## config.mk

```make
export PLATFORM = sky130hd
export DESIGN_NAME = ris_sequencer
export DESIGN_NICKNAME = d
export VERILOG_FILES = /design/src/pkg/ris_pkg.sv /design/src/design/ris_bus_tick.sv /design/src/design/ris_sequencer.sv
export SDC_FILE = /design/constraint.sdc
export NUM_CORES = 1
export LEC_CHECK = 0
export ABC_AREA = 1
export CORE_MARGIN = 10
export CORE_UTILIZATION = 63
export CTS_CLUSTER_SIZE = 10
export DETAILED_ROUTE_END_ITERATION = 10
export DONT_BUFFER_PORTS = 1
export GPL_TIMING_DRIVEN = 1
export PLACE_DENSITY = 0.79
export SLEW_MARGIN = 10
export SYNTH_ARGS = -nofsm -noshare
export SYNTH_HDL_FRONTEND = slang
export SYNTH_SLANG_ARGS = --single-unit
```

## constraint.sdc

```tcl
create_clock -name clk_sys_i -period 1.6 [get_ports clk_sys_i]
set_input_delay 0.24 -clock clk_sys_i [delete_from_list [all_inputs] [get_ports clk_sys_i]]
set_output_delay 0.24 -clock clk_sys_i [all_outputs]
set_load 0.02 [all_outputs]
```

## src/pkg/ris_pkg.sv

```systemverilog
// Package: constants and types for the reset initialization sequencer
package ris_pkg;

  // Minimum assertion of an external reset input, in bus clock periods
  localparam int unsigned RIS_IN_ASSERT_MIN = 32;
  // Minimum power-on reset assertion, in primary clock periods
  localparam int unsigned RIS_POR_ASSERT_MIN = 32;
  // Reset output assertion, in bus clock periods
  localparam int unsigned RIS_OUT_ASSERT = 512;
  // Hard to soft reset release stagger, in bus clock periods
  localparam int unsigned RIS_SOFT_STAGGER = 16;
  // Delay before straps are driven again, in bus clock periods
  localparam int unsigned RIS_STRAP_RESUME = 1;
  // Strap setup before power-on release, in periods
  localparam int unsigned RIS_STRAP_SETUP = 4;
  // DLL lock window in system bus clock cycles
  localparam int unsigned RIS_DLL_LOCK_MIN = 7680;
  localparam int unsigned RIS_DLL_LOCK_MAX = 122880;
  // Width of the reset source strap
  localparam int unsigned RIS_SRC_W = 3;
  // Width of the shared sequencing counter
  localparam int unsigned RIS_CNT_W = 18;

  // Sequencer states
  typedef enum logic [2:0] {
    RIS_POR,
    RIS_PLL_WAIT,
    RIS_DLL_WAIT,
    RIS_HOLD,
    RIS_STAGGER,
    RIS_RUN
  } ris_state_t;

endpackage

```

## src/design/ris_bus_tick.sv

```systemverilog
// Bus clock tick generator: one pulse per divided period in host mode, per synchronised bus clock period as agent
`timescale 1ns/10ps
module ris_bus_tick #(
  parameter int unsigned DIV_W = 4
) (
  input wire logic clk_sys_i,
  input wire logic rst_i,
  input wire logic host_mode_i,
  input wire logic [DIV_W-1:0] divide_i,
  input wire logic bus_clk_i,
  output logic tick_o
);

  logic [DIV_W-1:0] cnt_q, cnt_d;
  logic meta_q, sync_q, prev_q;
  logic tick_d, tick_q;

  // Two-stage synchroniser and edge history of the agent bus clock
  always_ff @(posedge clk_sys_i) begin
    if (rst_i) begin
      meta_q <= 1'b0;
      sync_q <= 1'b0;
      prev_q <= 1'b0;
    end else begin
      meta_q <= bus_clk_i;
      sync_q <= meta_q;
      prev_q <= sync_q;
    end
  end

  always_comb begin
    cnt_d = cnt_q;
    tick_d = 1'b0;
    if (host_mode_i) begin
      if (cnt_q >= divide_i) begin
        cnt_d = '0;
        tick_d = 1'b1;
      end else begin
        cnt_d = cnt_q + 1'b1;
      end
    end else begin
      cnt_d = '0;
      tick_d = sync_q & ~prev_q;
    end
  end

  // Divider and tick registers
  always_ff @(posedge clk_sys_i) begin
    if (rst_i) begin
      cnt_q <= '0;
      tick_q <= 1'b0;
    end else begin
      cnt_q <= cnt_d;
      tick_q <= tick_d;
    end
  end

  assign tick_o = tick_q;

endmodule

```

## src/design/ris_sequencer.sv

```systemverilog
// Reset initialization sequencer top level
`timescale 1ns/10ps
module ris_sequencer #(
  parameter int unsigned DIV_W = 4,
  parameter int unsigned OUT_ASSERT = ris_pkg::RIS_OUT_ASSERT,
  parameter int unsigned SOFT_STAGGER = ris_pkg::RIS_SOFT_STAGGER,
  parameter int unsigned DLL_LOCK_MIN = ris_pkg::RIS_DLL_LOCK_MIN,
  parameter int unsigned DLL_LOCK_MAX = ris_pkg::RIS_DLL_LOCK_MAX
) (
  input wire logic clk_sys_i,
  input wire logic rst_i,
  input wire logic power_on_reset_n_i,
  input wire logic hard_reset_n_i,
  input wire logic soft_reset_n_i,
  input wire logic host_strap_i,
  input wire logic bus_clk_i,
  input wire logic [DIV_W-1:0] clock_divide_strap_i,
  input wire logic [ris_pkg::RIS_SRC_W-1:0] reset_source_strap_i,
  input wire logic pll_lock_i,
  input wire logic dll_lock_i,
  output logic hard_reset_n_o,
  output logic hard_reset_n_oe_o,
  output logic soft_reset_n_o,
  output logic soft_reset_n_oe_o,
  output logic strap_oe_o,
  output logic internal_reset_o,
  output logic dll_timeout_o,
  output logic host_mode_o,
  output logic [DIV_W-1:0] clock_divide_o,
  output logic [ris_pkg::RIS_SRC_W-1:0] reset_source_o
);
  import ris_pkg::*;

  localparam int unsigned IN_W = $clog2(RIS_IN_ASSERT_MIN + 1);

  ////////////////////////////////////////////////////////////////////////////
  // Input synchronisers
  logic [5:0] meta_q, sync_q;
  logic por_n_s, hrst_n_s, srst_n_s, host_s, pll_s, dll_s;

  // Two flops on every asynchronous pin
  always_ff @(posedge clk_sys_i) begin
    if (rst_i) begin
      meta_q <= '0;
      sync_q <= '0;
    end else begin
      meta_q <= {power_on_reset_n_i, hard_reset_n_i, soft_reset_n_i,
                 host_strap_i, pll_lock_i, dll_lock_i};
      sync_q <= meta_q;
    end
  end
  assign {por_n_s, hrst_n_s, srst_n_s, host_s, pll_s, dll_s} = sync_q;

  logic [DIV_W-1:0] div_meta_q, div_sync_q;
  logic [RIS_SRC_W-1:0] src_meta_q, src_sync_q;

  // Strap bus synchronisers, stable while power-on reset is low
  always_ff @(posedge clk_sys_i) begin
    if (rst_i) begin
      div_meta_q <= '0;
      div_sync_q <= '0;
      src_meta_q <= '0;
      src_sync_q <= '0;
    end else begin
      div_meta_q <= clock_divide_strap_i;
      div_sync_q <= div_meta_q;
      src_meta_q <= reset_source_strap_i;
      src_sync_q <= src_meta_q;
    end
  end

  ////////////////////////////////////////////////////////////////////////////
  // Strap capture at power-on release
  logic host_q, host_d;
  logic [DIV_W-1:0] div_q, div_d;
  logic [RIS_SRC_W-1:0] src_q, src_d;

  always_comb begin
    host_d = host_q;
    div_d = div_q;
    src_d = src_q;
    if (!por_n_s) begin
      host_d = host_s;
      div_d = div_sync_q;
      src_d = src_sync_q;
    end
  end

  // Strap registers, frozen once power-on reset is released
  always_ff @(posedge clk_sys_i) begin
    if (rst_i) begin
      host_q <= 1'b0;
      div_q <= '0;
      src_q <= '0;
    end else begin
      host_q <= host_d;
      div_q <= div_d;
      src_q <= src_d;
    end
  end

  ////////////////////////////////////////////////////////////////////////////
  // Bus clock period tick
  logic tick;

  ris_bus_tick #(
    .DIV_W(DIV_W)
  ) u_tick (
    .clk_sys_i(clk_sys_i),
    .rst_i(rst_i),
    .host_mode_i(host_q),
    .divide_i(div_q),
    .bus_clk_i(bus_clk_i),
    .tick_o(tick)
  );

  ////////////////////////////////////////////////////////////////////////////
  // External reset request filter
  ris_state_t state_q, state_d;
  logic [IN_W-1:0] in_cnt_q, in_cnt_d;
  logic [1:0] busy_q, busy_d;
  logic ext_req;

  // count qualifying assertion
  // Counted only in RUN, and only once the synchronised pins have caught
  // up with the release of our own drive, so we never retrigger ourselves
  always_comb begin
    in_cnt_d = in_cnt_q;
    busy_d = {busy_q[0], state_q != RIS_RUN};
    if ((hrst_n_s && srst_n_s) || state_q != RIS_RUN ||
        busy_q != 2'h0) begin
      in_cnt_d = '0;
    end else if (tick && in_cnt_q < IN_W'(RIS_IN_ASSERT_MIN)) begin
      in_cnt_d = in_cnt_q + 1'b1;
    end
  end
  assign ext_req = (in_cnt_q >= IN_W'(RIS_IN_ASSERT_MIN));

  // Input assertion counter
  always_ff @(posedge clk_sys_i) begin
    if (rst_i) begin
      in_cnt_q <= '0;
      busy_q <= 2'h3;
    end else begin
      in_cnt_q <= in_cnt_d;
      busy_q <= busy_d;
    end
  end

  ////////////////////////////////////////////////////////////////////////////
  // Main sequencer
  logic [RIS_CNT_W-1:0] cnt_q, cnt_d;
  logic irst_q, irst_d;
  logic hrst_q, hrst_d, srst_q, srst_d;
  logic strap_oe_q, strap_oe_d;
  logic [1:0] resume_q, resume_d;
  logic tmo_q, tmo_d;

  // State transitions and reset output drive
  always_comb begin
    state_d = state_q;
    cnt_d = cnt_q;
    hrst_d = hrst_q;
    srst_d = srst_q;
    tmo_d = tmo_q;
    unique case (state_q)
      RIS_POR: begin
        hrst_d = 1'b1;
        srst_d = 1'b1;
        cnt_d = '0;
        if (por_n_s) begin
          state_d = RIS_PLL_WAIT;
        end
      end
      RIS_PLL_WAIT: begin
        if (pll_s) begin
          state_d = RIS_DLL_WAIT;
        end
      end
      RIS_DLL_WAIT: begin
        cnt_d = cnt_q + 1'b1;
        if ((dll_s && cnt_q >= RIS_CNT_W'(DLL_LOCK_MIN)) ||
            cnt_q >= RIS_CNT_W'(DLL_LOCK_MAX)) begin
          tmo_d = !dll_s;
          cnt_d = '0;
          state_d = RIS_HOLD;
        end
      end
      RIS_HOLD: begin
        if (tick) begin
          cnt_d = cnt_q + 1'b1;
        end
        // One tick beyond the count: a hold begun mid-period still spans
        // the full number of bus clock periods
        if (cnt_q > RIS_CNT_W'(OUT_ASSERT)) begin
          hrst_d = 1'b0;
          cnt_d = '0;
          state_d = RIS_STAGGER;
        end
      end
      RIS_STAGGER: begin
        if (tick) begin
          cnt_d = cnt_q + 1'b1;
        end
        if (cnt_q >= RIS_CNT_W'(SOFT_STAGGER)) begin
          srst_d = 1'b0;
          state_d = RIS_RUN;
        end
      end
      RIS_RUN: begin
        if (ext_req) begin
          hrst_d = 1'b1;
          srst_d = 1'b1;
          cnt_d = '0;
          state_d = RIS_HOLD;
        end
      end
    endcase
    if (!por_n_s) begin
      state_d = RIS_POR;
      hrst_d = 1'b1;
      srst_d = 1'b1;
      cnt_d = '0;
    end
    // Internal reset follows the next state so it leaves a flop
    irst_d = (state_d == RIS_POR) || (state_d == RIS_PLL_WAIT) ||
             (state_d == RIS_DLL_WAIT);
  end

  always_comb begin
    strap_oe_d = strap_oe_q;
    resume_d = resume_q;
    if (hrst_d || !hrst_n_s) begin
      strap_oe_d = 1'b0;
      resume_d = '0;
    end else if (!strap_oe_q && tick) begin
      if (resume_q >= 2'(RIS_STRAP_RESUME)) begin
        strap_oe_d = 1'b1;
      end else begin
        resume_d = resume_q + 1'b1;
      end
    end
  end

  // Sequencer registers
  always_ff @(posedge clk_sys_i) begin
    if (rst_i) begin
      state_q <= RIS_POR;
      cnt_q <= '0;
      hrst_q <= 1'b1;
      srst_q <= 1'b1;
      strap_oe_q <= 1'b0;
      resume_q <= '0;
      tmo_q <= 1'b0;
      irst_q <= 1'b1;
    end else begin
      state_q <= state_d;
      cnt_q <= cnt_d;
      hrst_q <= hrst_d;
      srst_q <= srst_d;
      strap_oe_q <= strap_oe_d;
      resume_q <= resume_d;
      tmo_q <= tmo_d;
      irst_q <= irst_d;
    end
  end

  ////////////////////////////////////////////////////////////////////////////
  // Outputs
  // open-drain, data always low
  assign hard_reset_n_o = 1'b0;
  assign soft_reset_n_o = 1'b0;
  assign hard_reset_n_oe_o = hrst_q;
  assign soft_reset_n_oe_o = srst_q;
  assign strap_oe_o = strap_oe_q;
  assign internal_reset_o = irst_q;
  assign dll_timeout_o = tmo_q;
  assign host_mode_o = host_q;
  assign clock_divide_o = div_q;
  assign reset_source_o = src_q;

endmodule

```

==> flow_metrics.env, run 1 <==
export IMPL_dp_hpwl_um=5860
export IMPL_ys_ff_latch=78
export IMPL_port_buffers=0
export IMPL_grt_pass1_vias=3586
export IMPL_cpPeakStageDelay_ns=0.35
export IMPL_clock_latency_ns=0.37
export IMPL_post_route_min_period_ns=1.61
export IMPL_synthMuxAreaShare_pct=0.292
export IMPL_grt_pass1_wl_um=16100
export IMPL_dieArea_mm2=0.00964
export IMPL_synth_compound_area_share_pct=6.04
export IMPL_area_growth_pct=17.9
export IMPL_path_class="flop to flop"
export IMPL_dr_total_vias=3753
export IMPL_p_per_area_mw_per_mm2=841
export IMPL_synth_seq_area_share_pct=40.5
export IMPL_cts_clk_slew_worst_paths_ns=0.09
export IMPL_grt_ovfl_total=0
export IMPL_setup_slack_ns=-0.0106
export IMPL_core_mm2=0.00592
export IMPL_routed_wl_um=10200
export IMPL_htree_levels=3
export IMPL_fmax_mhz=621
export IMPL_fin_crit_sh_pct=101
export IMPL_yosys_most_used_dff="dfxtp_1"
export IMPL_yosys_top_cells_count="nand2_1, inv_1, nor2_1"
export IMPL_relSlewSlack_pct=46.9
export IMPL_setup_viol=1
export IMPL_drt_wirelength_per_cell_um=14.7
export IMPL_die_x_um=98.2
export IMPL_final_nets=640
export IMPL_synth_simple_area_share_pct=36.5
export IMPL_ys_async_sr_fraction_pct=0
export IMPL_synth_edf_count=0
export IMPL_worstPathArrival_ns=1.88
export IMPL_drv_slew=0
export IMPL_multiInputGateArea_mm2=0.00198
export IMPL_min_path_type="primary input to flop"
export IMPL_synth_top_family_by_area="simple AND/OR/NAND/NOR gates"
export IMPL_grt_max_degree=21
export IMPL_hold_violations=0
export IMPL_cts_sinks=78
export IMPL_synth_area_mm2=0.00385
export IMPL_avgSynthCellArea_um2=6.67
export IMPL_rsz0062_at_grt="true"
export IMPL_gp_congestion=0.913
export IMPL_cts_buffers=9
export IMPL_yosys_area_share_adder_pct=3.25
export IMPL_tritoncts="done"
export IMPL_synthDistinctLibCells=35
export IMPL_antenna_found_initial=0
export IMPL_ff_latch_area_mm2=0.00158
export IMPL_synth_top_area_share_pct=40.5
export IMPL_yosysMostFrequentCell="nand2_1"
export IMPL_cp_common_cell="nand2_1"
export IMPL_route_met2_wl_um=5130
export IMPL_status="finished, violations left"
export IMPL_critPathLaunchType="flop"
export IMPL_yosysTopAreaCell="dfxtp_1"
export IMPL_grt_use_total_pct=19.8
export IMPL_synth_cells=578
export IMPL_cp_cell_sequence="ha_2 > nand2_1 > nor2_2 > nand2_2 > nor2_1 > nand2_1 > nand2_1 > nand2_1 > nand3_1 > nand3_1 > nand2_1 > inv_1"
export IMPL_top_layer="met4"
export IMPL_critPathSlowestCell="dfxtp_1"
export IMPL_num_rows=28
export IMPL_synth_xor_area_share_pct=1.59
export IMPL_viasPerCell=5.41
export IMPL_cts_setup_buffers=0
export IMPL_drc_errors=0
export IMPL_wl_met1_um=3850
export IMPL_met3_length_um=881
export IMPL_critPathRequiredTime_ns=1.87
export IMPL_yosys_warnings=0
export IMPL_initial_utilization_pct=65.1
export IMPL_p_leak_nw=2.16
export IMPL_ys_top_cells_by_area="dfxtp_1, nand2_1, inv_1"
export IMPL_first_pass_iters=8
export IMPL_final_layout_size_suffix_gt1_share_pct=15.3
export IMPL_skew_ns=0.00963
export IMPL_n_fill_cell=428
export IMPL_worstSetupEndpointType="flop"
export IMPL_cp_max_fo=3
export IMPL_io_pins=31
export IMPL_max_cap_viol_count=0
export IMPL_vdd_ir_drop_max_mv=0.863
export IMPL_violations="setup timing"
export IMPL_hold_ws_ns=0.0366
export IMPL_drt_iter0_markers=258
export IMPL_ant_nets=0
export IMPL_post_route_util_pct=76.7
export IMPL_clockBufferDepth=2
export IMPL_crit_family="simple AND/OR/NAND/NOR gates"
export IMPL_worstMarginPinSlew_ns=0.797
export IMPL_critPathBufInv=1
export IMPL_diodes=0
export IMPL_die_height_um=98.2
export IMPL_root_buffer="clkbuf_8"
-- what timing repair did --
action,4_1_cts,5_1_grt
endpoints found under the setup margin,0,32
hold buffers,18,1
endpoints found under the hold margin,30,1
resized for setup,0,43
-- per-stage QoR --
stage / setup slack (ns) / cell area (um2) / TNS [ns] / power (W) / instances
2_1_floorplan: 0.162 / 3860 / 0 / 0.00217 / 579
3_3_place_gp: 0.116 / 3980 / 0 / 0.00219 / 654
3_5_place_dp: 0.0947 / 3980 / 0 / 0.00220 / 654
4_1_cts: 0.00946 / 4370 / 0 / 0.00380 / 688
5_1_grt: -0.175 / 4540 / -0.321 / 0.00393 / 694
6_report: -0.0106 / 4540 / -0.0106 / 0.00382 / 694
-- worst paths after layout --
kind              startpoint                 to  slack (ns)  cells after the start
setup / recovery    cnt_q[1]          cnt_q[16]       -0.01                     12
hold / removal         rst_i  hard_reset_n_oe_o        0.04                      2
setup reg to reg    cnt_q[1]          cnt_q[16]       -0.01                     12
hold reg to reg    meta_q[3]          sync_q[3]        0.41                      2
-- area by class of cell --
cell class	instances	area share, %
Multi-Input combinational cell	394	43.6
Timing Repair Buffer	34	6.72
Sequential cell	78	34.8
Tap cell	75	2.07
Inverter	97	8.02
Clock inverter	7	2.04
Clock buffer	9	2.73
-- power by group --
| part | switching, W | total, W | internal (W) | leakage, nW |
|---|---|---|---|---|
| registers | 0.0000265 | 0.00201 | 0.00198 | 0.644 |
| logic | 0.000124 | 0.000206 | 0.0000819 | 1.41 |
| clock network | 0.000844 | 0.00160 | 0.000758 | 0.109 |
-- per-layer routing --
layer / track usage [%] / vias up
met5: 0 / -
met4: 9.59 / 0
met3: 5.71 / 42
met2: 35.0 / 161
met1: 21.3 / 1702
li1: - / 1848
-- sequential cells by signal, summed over array words and instances, names as in the netlist, 3 cells and up --
register and cells:
cnt_q 18, in_cnt_q 6, meta_q 6, sync_q 6, clock_divide_o 4, div_meta_q 4
div_sync_q 4, u_tick.cnt_q 4, reset_source_o 3, src_meta_q 3, src_sync_q 3, state_q 3
-- cells in the final DEF (no fill, tap or decap), types with 2 or more instances in the layout --
master and instances:
nor2_4 7, nor2_2 8, dfxtp_1 63, a21oi_1 14, o21ai_2 2, a31oi_1 4
nor2_1 84, nand3_2 4, ha_1 9, nand3_1 48, clkbuf_8 9, nand2_4 4
o21ai_1 4, dlygate4sd3_1 18, clkinv_4 3, inv_2 5, o21ai_0 16, inv_1 91
dfxtp_2 15, nor3_1 3, conb_1 2, nand2_1 149, nand2_2 12, nand4_1 5
o211ai_1 2, buf_4 15, xor2_1 6
-- logic make-up after synthesis --
group	count (synthesis)
AOI/OAI and AO/OA	44
xor gates and xnor gates	7
adders and majority gates	10
buffers and inverters	112
DFF	78
muxes	1
other	1
and+or+nand+nor	325
-- worst reg2reg max path, stage by stage (launching register included) --
cell and delay (ns):
dfxtp_1 0.35, ha_2 0.21, nand2_1 0.08, nor2_2 0.16, nand2_2 0.11, nor2_1 0.13
nand2_1 0.08, nand2_1 0.07, nand2_1 0.06, nand3_1 0.08, nand3_1 0.07, nand2_1 0.08
inv_1 0.04
Power figures use the tool's default switching activity.
==> run 2: changes to the inputs <==
--- a/config.mk
+++ b/config.mk
@@ -7,12 +7,12 @@
 export LEC_CHECK = 0
 export ABC_AREA = 1
 export CORE_MARGIN = 10
-export CORE_UTILIZATION = 63
+export CORE_UTILIZATION = 57
 export CTS_CLUSTER_SIZE = 10
 export DETAILED_ROUTE_END_ITERATION = 10
 export DONT_BUFFER_PORTS = 1
 export GPL_TIMING_DRIVEN = 1
-export PLACE_DENSITY = 0.79
+export PLACE_DENSITY = 0.72
 export SLEW_MARGIN = 10
 export SYNTH_ARGS = -nofsm -noshare
 export SYNTH_HDL_FRONTEND = slang
==> flow_metrics.env, run 2 (same netlist as run 1, synthesis figures left out) <==
export IMPL_setup_viol=0
export IMPL_p_sw_w=0.000969
export IMPL_area_growth_pct=18.6
export IMPL_grt_met1_usage_pct=20.0
export IMPL_cts_clk_slew_worst_paths_ns=0.09
export IMPL_cts_sinks=78
export IMPL_dp_slack_ns=0.0541
export IMPL_diodes=0
export IMPL_grt_pass1_wl_um=15300
export IMPL_grt_pass1_vias=3430
export IMPL_fin_crit_sh_pct=95.8
export IMPL_drv_slew=0
export IMPL_top_register="cnt_q"
export IMPL_io_pins=31
export IMPL_htree_levels=3
export IMPL_first_pass_iters=4
export IMPL_cp_cell_sequence="nor3_4 > nand3_1 > nand2_2 > nand2_4 > nor2_4 > nand3_1 > nand3_1 > nand2_1 > inv_1"
export IMPL_dp_hpwl_um=5870
export IMPL_dp_cells=658
export IMPL_worstPathArrival_ns=1.84
export IMPL_clkPwrFrac_pct=41.4
export IMPL_drc_errors=0
export IMPL_critPathBufInv=1
export IMPL_gp_congestion=0.895
export IMPL_cpPeakStageDelay_ns=0.35
export IMPL_mostFrequentLayoutCell="nand2_1"
export IMPL_combPwrFrac_pct=5.4
export IMPL_dieArea_mm2=0.0104
export IMPL_clock_latency_ns=0.36
export IMPL_setup_slack_ns=0.0664
export IMPL_dr_total_vias=3659
export IMPL_drt_wirelength_per_cell_um=13.7
export IMPL_final_nets=645
export IMPL_hold_depth=2
export IMPL_core_mm2=0.00646
export IMPL_final_layout_size_suffix_gt1_share_pct=15.4
export IMPL_routed_wl_um=9610
export IMPL_gr_usage_met3_pct=5.94
export IMPL_vdd_ir_drop_max_mv=0.719
export IMPL_hold_violations=0
export IMPL_design_area_mm2=0.00457
export IMPL_max_cap_viol_count=0
export IMPL_stdcell_count=701
export IMPL_root_buffer="clkbuf_8"
export IMPL_port_buffers=0
export IMPL_drt_iter0_markers=204
export IMPL_largest_register_ffs=18
export IMPL_post_dp_cell_area_mm2=0.00399
export IMPL_critPathRequiredTime_ns=1.91
export IMPL_worstMarginPinSlew_ns=0.676
export IMPL_tritoncts="done"
export IMPL_num_rows=29
export IMPL_path_class="flop to flop"
export IMPL_final_cell_mix="nand2_1, inv_1, nor2_1"
export IMPL_cp_depth=9
export IMPL_die_x_um=102
export IMPL_critPathSlowestCell="dfxtp_2"
export IMPL_grt_ovfl_total=0
export IMPL_min_path_type="primary input to flop"
export IMPL_grt_max_degree=20
export IMPL_viasPerCell=5.22
export IMPL_swShare_pct=25.6
export IMPL_groute_layer_met2_usage_pct=32.3
export IMPL_reg2reg_depth=9
export IMPL_cts_buffers=9
export IMPL_skew_ns=0.00944
export IMPL_cp_common_cell="nand3_1"
export IMPL_worstSetupEndpointType="flop"
export IMPL_clockBufferDepth=2
export IMPL_grt_use_total_pct=18.2
export IMPL_crit_family="simple AND/OR/NAND/NOR gates"
export IMPL_critPathLaunchType="flop"
export IMPL_status="complete, no violations"
export IMPL_p_leak_nw=2.18
export IMPL_ant_nets=0
export IMPL_relSlewSlack_pct=54.9
export IMPL_top_usage_layer="met2"
export IMPL_seqPwrFrac_pct=53.2
export IMPL_cp_max_fo=8
export IMPL_p_int_w=0.00281
export IMPL_die_height_um=102
export IMPL_post_route_min_period_ns=1.53
export IMPL_initial_utilization_pct=59.6
export IMPL_p_per_area_mw_per_mm2=827
export IMPL_fmax_mhz=652
export IMPL_antenna_found_initial=0
-- run 2: metrics by stage --
| stage | utilization (%) | hold slack (ns) | total power, W | setup TNS, ns |
|---|---|---|---|---|
| 2_1_floorplan | - | 0.332 | 0.00217 | 0 |
| 3_3_place_gp | 61.8 | 0.315 | 0.00220 | 0 |
| 3_5_place_dp | 61.8 | 0.316 | 0.00220 | 0 |
| 4_1_cts | 68.2 | 0.0376 | 0.00376 | 0 |
| 5_1_grt | 70.7 | 0.0494 | 0.00390 | -0.210 |
| 6_report | 70.7 | 0.0435 | 0.00378 | 0 |
-- run 2: worst reg2reg max path, cell delays in order, from the launching register on --
cell and delay [ns]:
dfxtp_2 0.35, nor3_4 0.20, nand3_1 0.14, nand2_2 0.12
nand2_4 0.11, nor2_4 0.26, nand3_1 0.12, nand3_1 0.10
nand2_1 0.05, inv_1 0.05
-- run 2: power by group through the flow --
stage / combinational, W / sequential [W] / clock, W
final: 0.000205 / 0.00201 / 0.00157
after global routing: 0.000230 / 0.00201 / 0.00166
after CTS: 0.000188 / 0.00201 / 0.00156
after detailed placement: 0.000147 / 0.00205 / 0
after global placement: 0.000142 / 0.00205 / 0
after floorplan: 0.000117 / 0.00206 / 0
-- run 2: worst paths after layout --
path         slack, ns                 to          start
max               0.07           cnt_q[3]      cnt_q[15]
min               0.04  hard_reset_n_oe_o          rst_i
max reg2reg       0.07           cnt_q[3]      cnt_q[15]
min reg2reg       0.41      src_sync_q[0]  src_meta_q[0]
-- run 2: cell type report --
class	instances	area (um2)
multi-input cells	394	1970
fillers	511	1890
flip-flops and latches	78	1590
inverters	97	367
repair buffers	39	348
clock buffers	9	124
well taps	77	96.3
clock inverters	7	81.3
-- run 2: layer usage --
layer | up-vias | part of all wire, %
met2 | 125 | 49
met5 | - | 0
met4 | 0 | 2.9
met1 | 1654 | 40
li1 | 1852 | -
met3 | 28 | 8.0
-- run 2: timing repair --
item	CTS	global route
hold endpoints to repair	30	0
hold buffers	21	0
resized for setup	0	44
endpoints found under the setup margin	0	32
setup buffers	0	1
==> run 3: changes to the inputs <==
--- a/config.mk
+++ b/config.mk
@@ -8,11 +8,11 @@
 export ABC_AREA = 1
 export CORE_MARGIN = 10
 export CORE_UTILIZATION = 57
-export CTS_CLUSTER_SIZE = 10
 export DETAILED_ROUTE_END_ITERATION = 10
 export DONT_BUFFER_PORTS = 1
 export GPL_TIMING_DRIVEN = 1
 export PLACE_DENSITY = 0.72
+export SETUP_SLACK_MARGIN = 0.5
 export SLEW_MARGIN = 10
 export SYNTH_ARGS = -nofsm -noshare
 export SYNTH_HDL_FRONTEND = slang
==> constraint.sdc (replaced) <==
create_clock -name clk_sys_i -period 1.6 [get_ports clk_sys_i]
set_input_delay 0.24 -clock clk_sys_i [delete_from_list [all_inputs] [get_ports clk_sys_i]]
set_output_delay 0.24 -clock clk_sys_i [all_outputs]
set_load 0.01 [all_outputs]
==> flow_metrics.env, run 3 (same netlist as run 1, synthesis figures left out) <==
export IMPL_rsz0062_at_grt="true"
export IMPL_worstMarginPinSlew_ns=0.529
export IMPL_tns_ns=0
export IMPL_skew_ns=0.00966
export IMPL_r2r_start="cnt_q[16]"
export IMPL_num_rows=29
export IMPL_die_height_um=102
export IMPL_ant_nets=0
export IMPL_final_layout_size_suffix_gt1_share_pct=30.3
export IMPL_die_x_um=102
export IMPL_first_pass_iters=5
export IMPL_htree_levels=3
export IMPL_critPathBufInv=1
export IMPL_top_register="cnt_q"
export IMPL_dp_hpwl_um=5880
export IMPL_p_leak_nw=2.57
export IMPL_tritoncts="done"
export IMPL_reg2reg_slack_ns=0.06
export IMPL_final_nets=671
export IMPL_drc_errors=0
export IMPL_drt_wirelength_per_cell_um=15.9
export IMPL_grt_pass1_wl_um=17200
export IMPL_p_per_area_mw_per_mm2=727
export IMPL_port_buffers=0
export IMPL_min_to="hard_reset_n_oe_o"
export IMPL_relSlewSlack_pct=64.6
export IMPL_cp_common_cell="nand2_1"
export IMPL_diodes=0
export IMPL_max_cap_viol_count=0
export IMPL_critPathLaunchType="flop"
export IMPL_initial_utilization_pct=59.6
export IMPL_grt_ovfl_total=0
export IMPL_cp_cell_sequence="nor3_4 > nand2_2 > nor2_4 > nand3_4 > nand2_4 > nand2_1 > nand3_1 > nand2_1 > inv_1"
export IMPL_vdd_ir_drop_max_mv=0.688
export IMPL_path_class="flop to flop"
export IMPL_cpPeakStageDelay_ns=0.37
export IMPL_drv_slew=0
export IMPL_core_mm2=0.00646
export IMPL_area_growth_pct=36.0
export IMPL_io_pins=31
export IMPL_root_buffer="clkbuf_8"
export IMPL_reg2reg_depth=9
export IMPL_status="complete, no violations"
export IMPL_hold_violations=0
export IMPL_cts_sinks=78
export IMPL_viasPerCell=5.46
export IMPL_largest_register_ffs=18
export IMPL_setup_viol=0
export IMPL_r2r_end="cnt_q[8]"
export IMPL_routed_wl_um=11500
export IMPL_cts_clk_slew_worst_paths_ns=0.10
export IMPL_clock_latency_ns=0.37
export IMPL_cts_buffers=9
export IMPL_mostFrequentLayoutCell="nand2_1"
export IMPL_dr_total_vias=3973
export IMPL_stdcell_count=727
export IMPL_critPathRequiredTime_ns=1.91
export IMPL_final_cell_mix="nand2_1, inv_1, nor2_1"
export IMPL_hold_depth=2
export IMPL_worstSetupEndpointType="flop"
export IMPL_clockBufferDepth=2
export IMPL_grt_use_total_pct=20.8
export IMPL_critPathSlowestCell="dfxtp_4"
export IMPL_drt_iter0_markers=269
export IMPL_dp_cells=651
export IMPL_fin_crit_sh_pct=96.3
export IMPL_grt_pass1_vias=3710
export IMPL_crit_family="simple AND/OR/NAND/NOR gates"
export IMPL_dieArea_mm2=0.0104
export IMPL_antenna_found_initial=0
export IMPL_grt_max_degree=23
export IMPL_fmax_mhz=649
export IMPL_worstPathArrival_ns=1.85
export IMPL_cp_max_fo=5
export IMPL_min_path_type="primary input to flop"
export IMPL_post_route_min_period_ns=1.54
export IMPL_gp_congestion=0.881
export IMPL_hold_start="rst_i"
[run 3: cell types whose count changed in the layout (fill, tap and decap cells not counted), sizes merged]
cell	change
buf	+22
clkinv	+4
clkinvlp	-3
dlymetal6s4s	+3
dlymetal6s2s	+1
inv	-1
[run 3: where the power goes]
group / internal [W] / switching [W]
Sequential: 0.00196 / 0.0000277
Combinational: 0.0000945 / 0.000122
Clock: 0.000758 / 0.000849
Total: 0.00281 / 0.000999
[run 3: area by class of cell]
cell class,count,area (um2)
clock inverter,7,92.6
multi-input combinational,394,2330
sequential,78,1640
fill,392,1220
inverter,97,374
tap,77,96.3
timing repair buffer,65,591
clock buffer,9,124
[run 3: metrics by stage]
stage / utilization, % / power (W) / area [um2] / worst slack (ns) / hold WS [ns]
floorplan: - / 0.00217 / 3980 / 0.261 / 0.332
global placement: 62.7 / 0.00219 / 4050 / 0.133 / 0.315
detailed placement: 62.7 / 0.00219 / 4050 / 0.102 / 0.316
CTS: 76.2 / 0.00379 / 4920 / 0.167 / 0.0354
global route: 81.1 / 0.00392 / 5240 / -0.0290 / 0.0592
finish: 81.1 / 0.00381 / 5240 / 0.0594 / 0.0325
[run 3: routing by layer]
layer	wire length, um	up-vias	track usage (%)
met1	4210	1807	21.9
met3	916	56	5.13
met5	0	-	0
met2	5950	192	38.5
met4	460	0	9.00
li1	-	1918	-
[run 3: worst max-delay path by stage]
stage / endpoint / cells past startpoint / startpoint / slack [ns]
floorplan: cnt_q[12] / 10 / cnt_q[1] / 0.26
global placement: cnt_q[16] / 11 / cnt_q[5] / 0.13
detailed placement: cnt_q[16] / 11 / cnt_q[5] / 0.10
CTS: cnt_q[12] / 10 / cnt_q[0] / 0.17
global route: internal_reset_o / 9 / cnt_q[16] / -0.03
finish: cnt_q[8] / 9 / cnt_q[16] / 0.06
[run 3: repair_timing]
action | in CTS | in global routing
pin swaps | 42 | 34
cloned | 5 | 0
setup buffers | 16 | 14
endpoints found under the hold margin | 30 | 2
hold buffers | 26 | 1
resized for setup | 69 | 64
setup endpoints to repair | 40 | 46
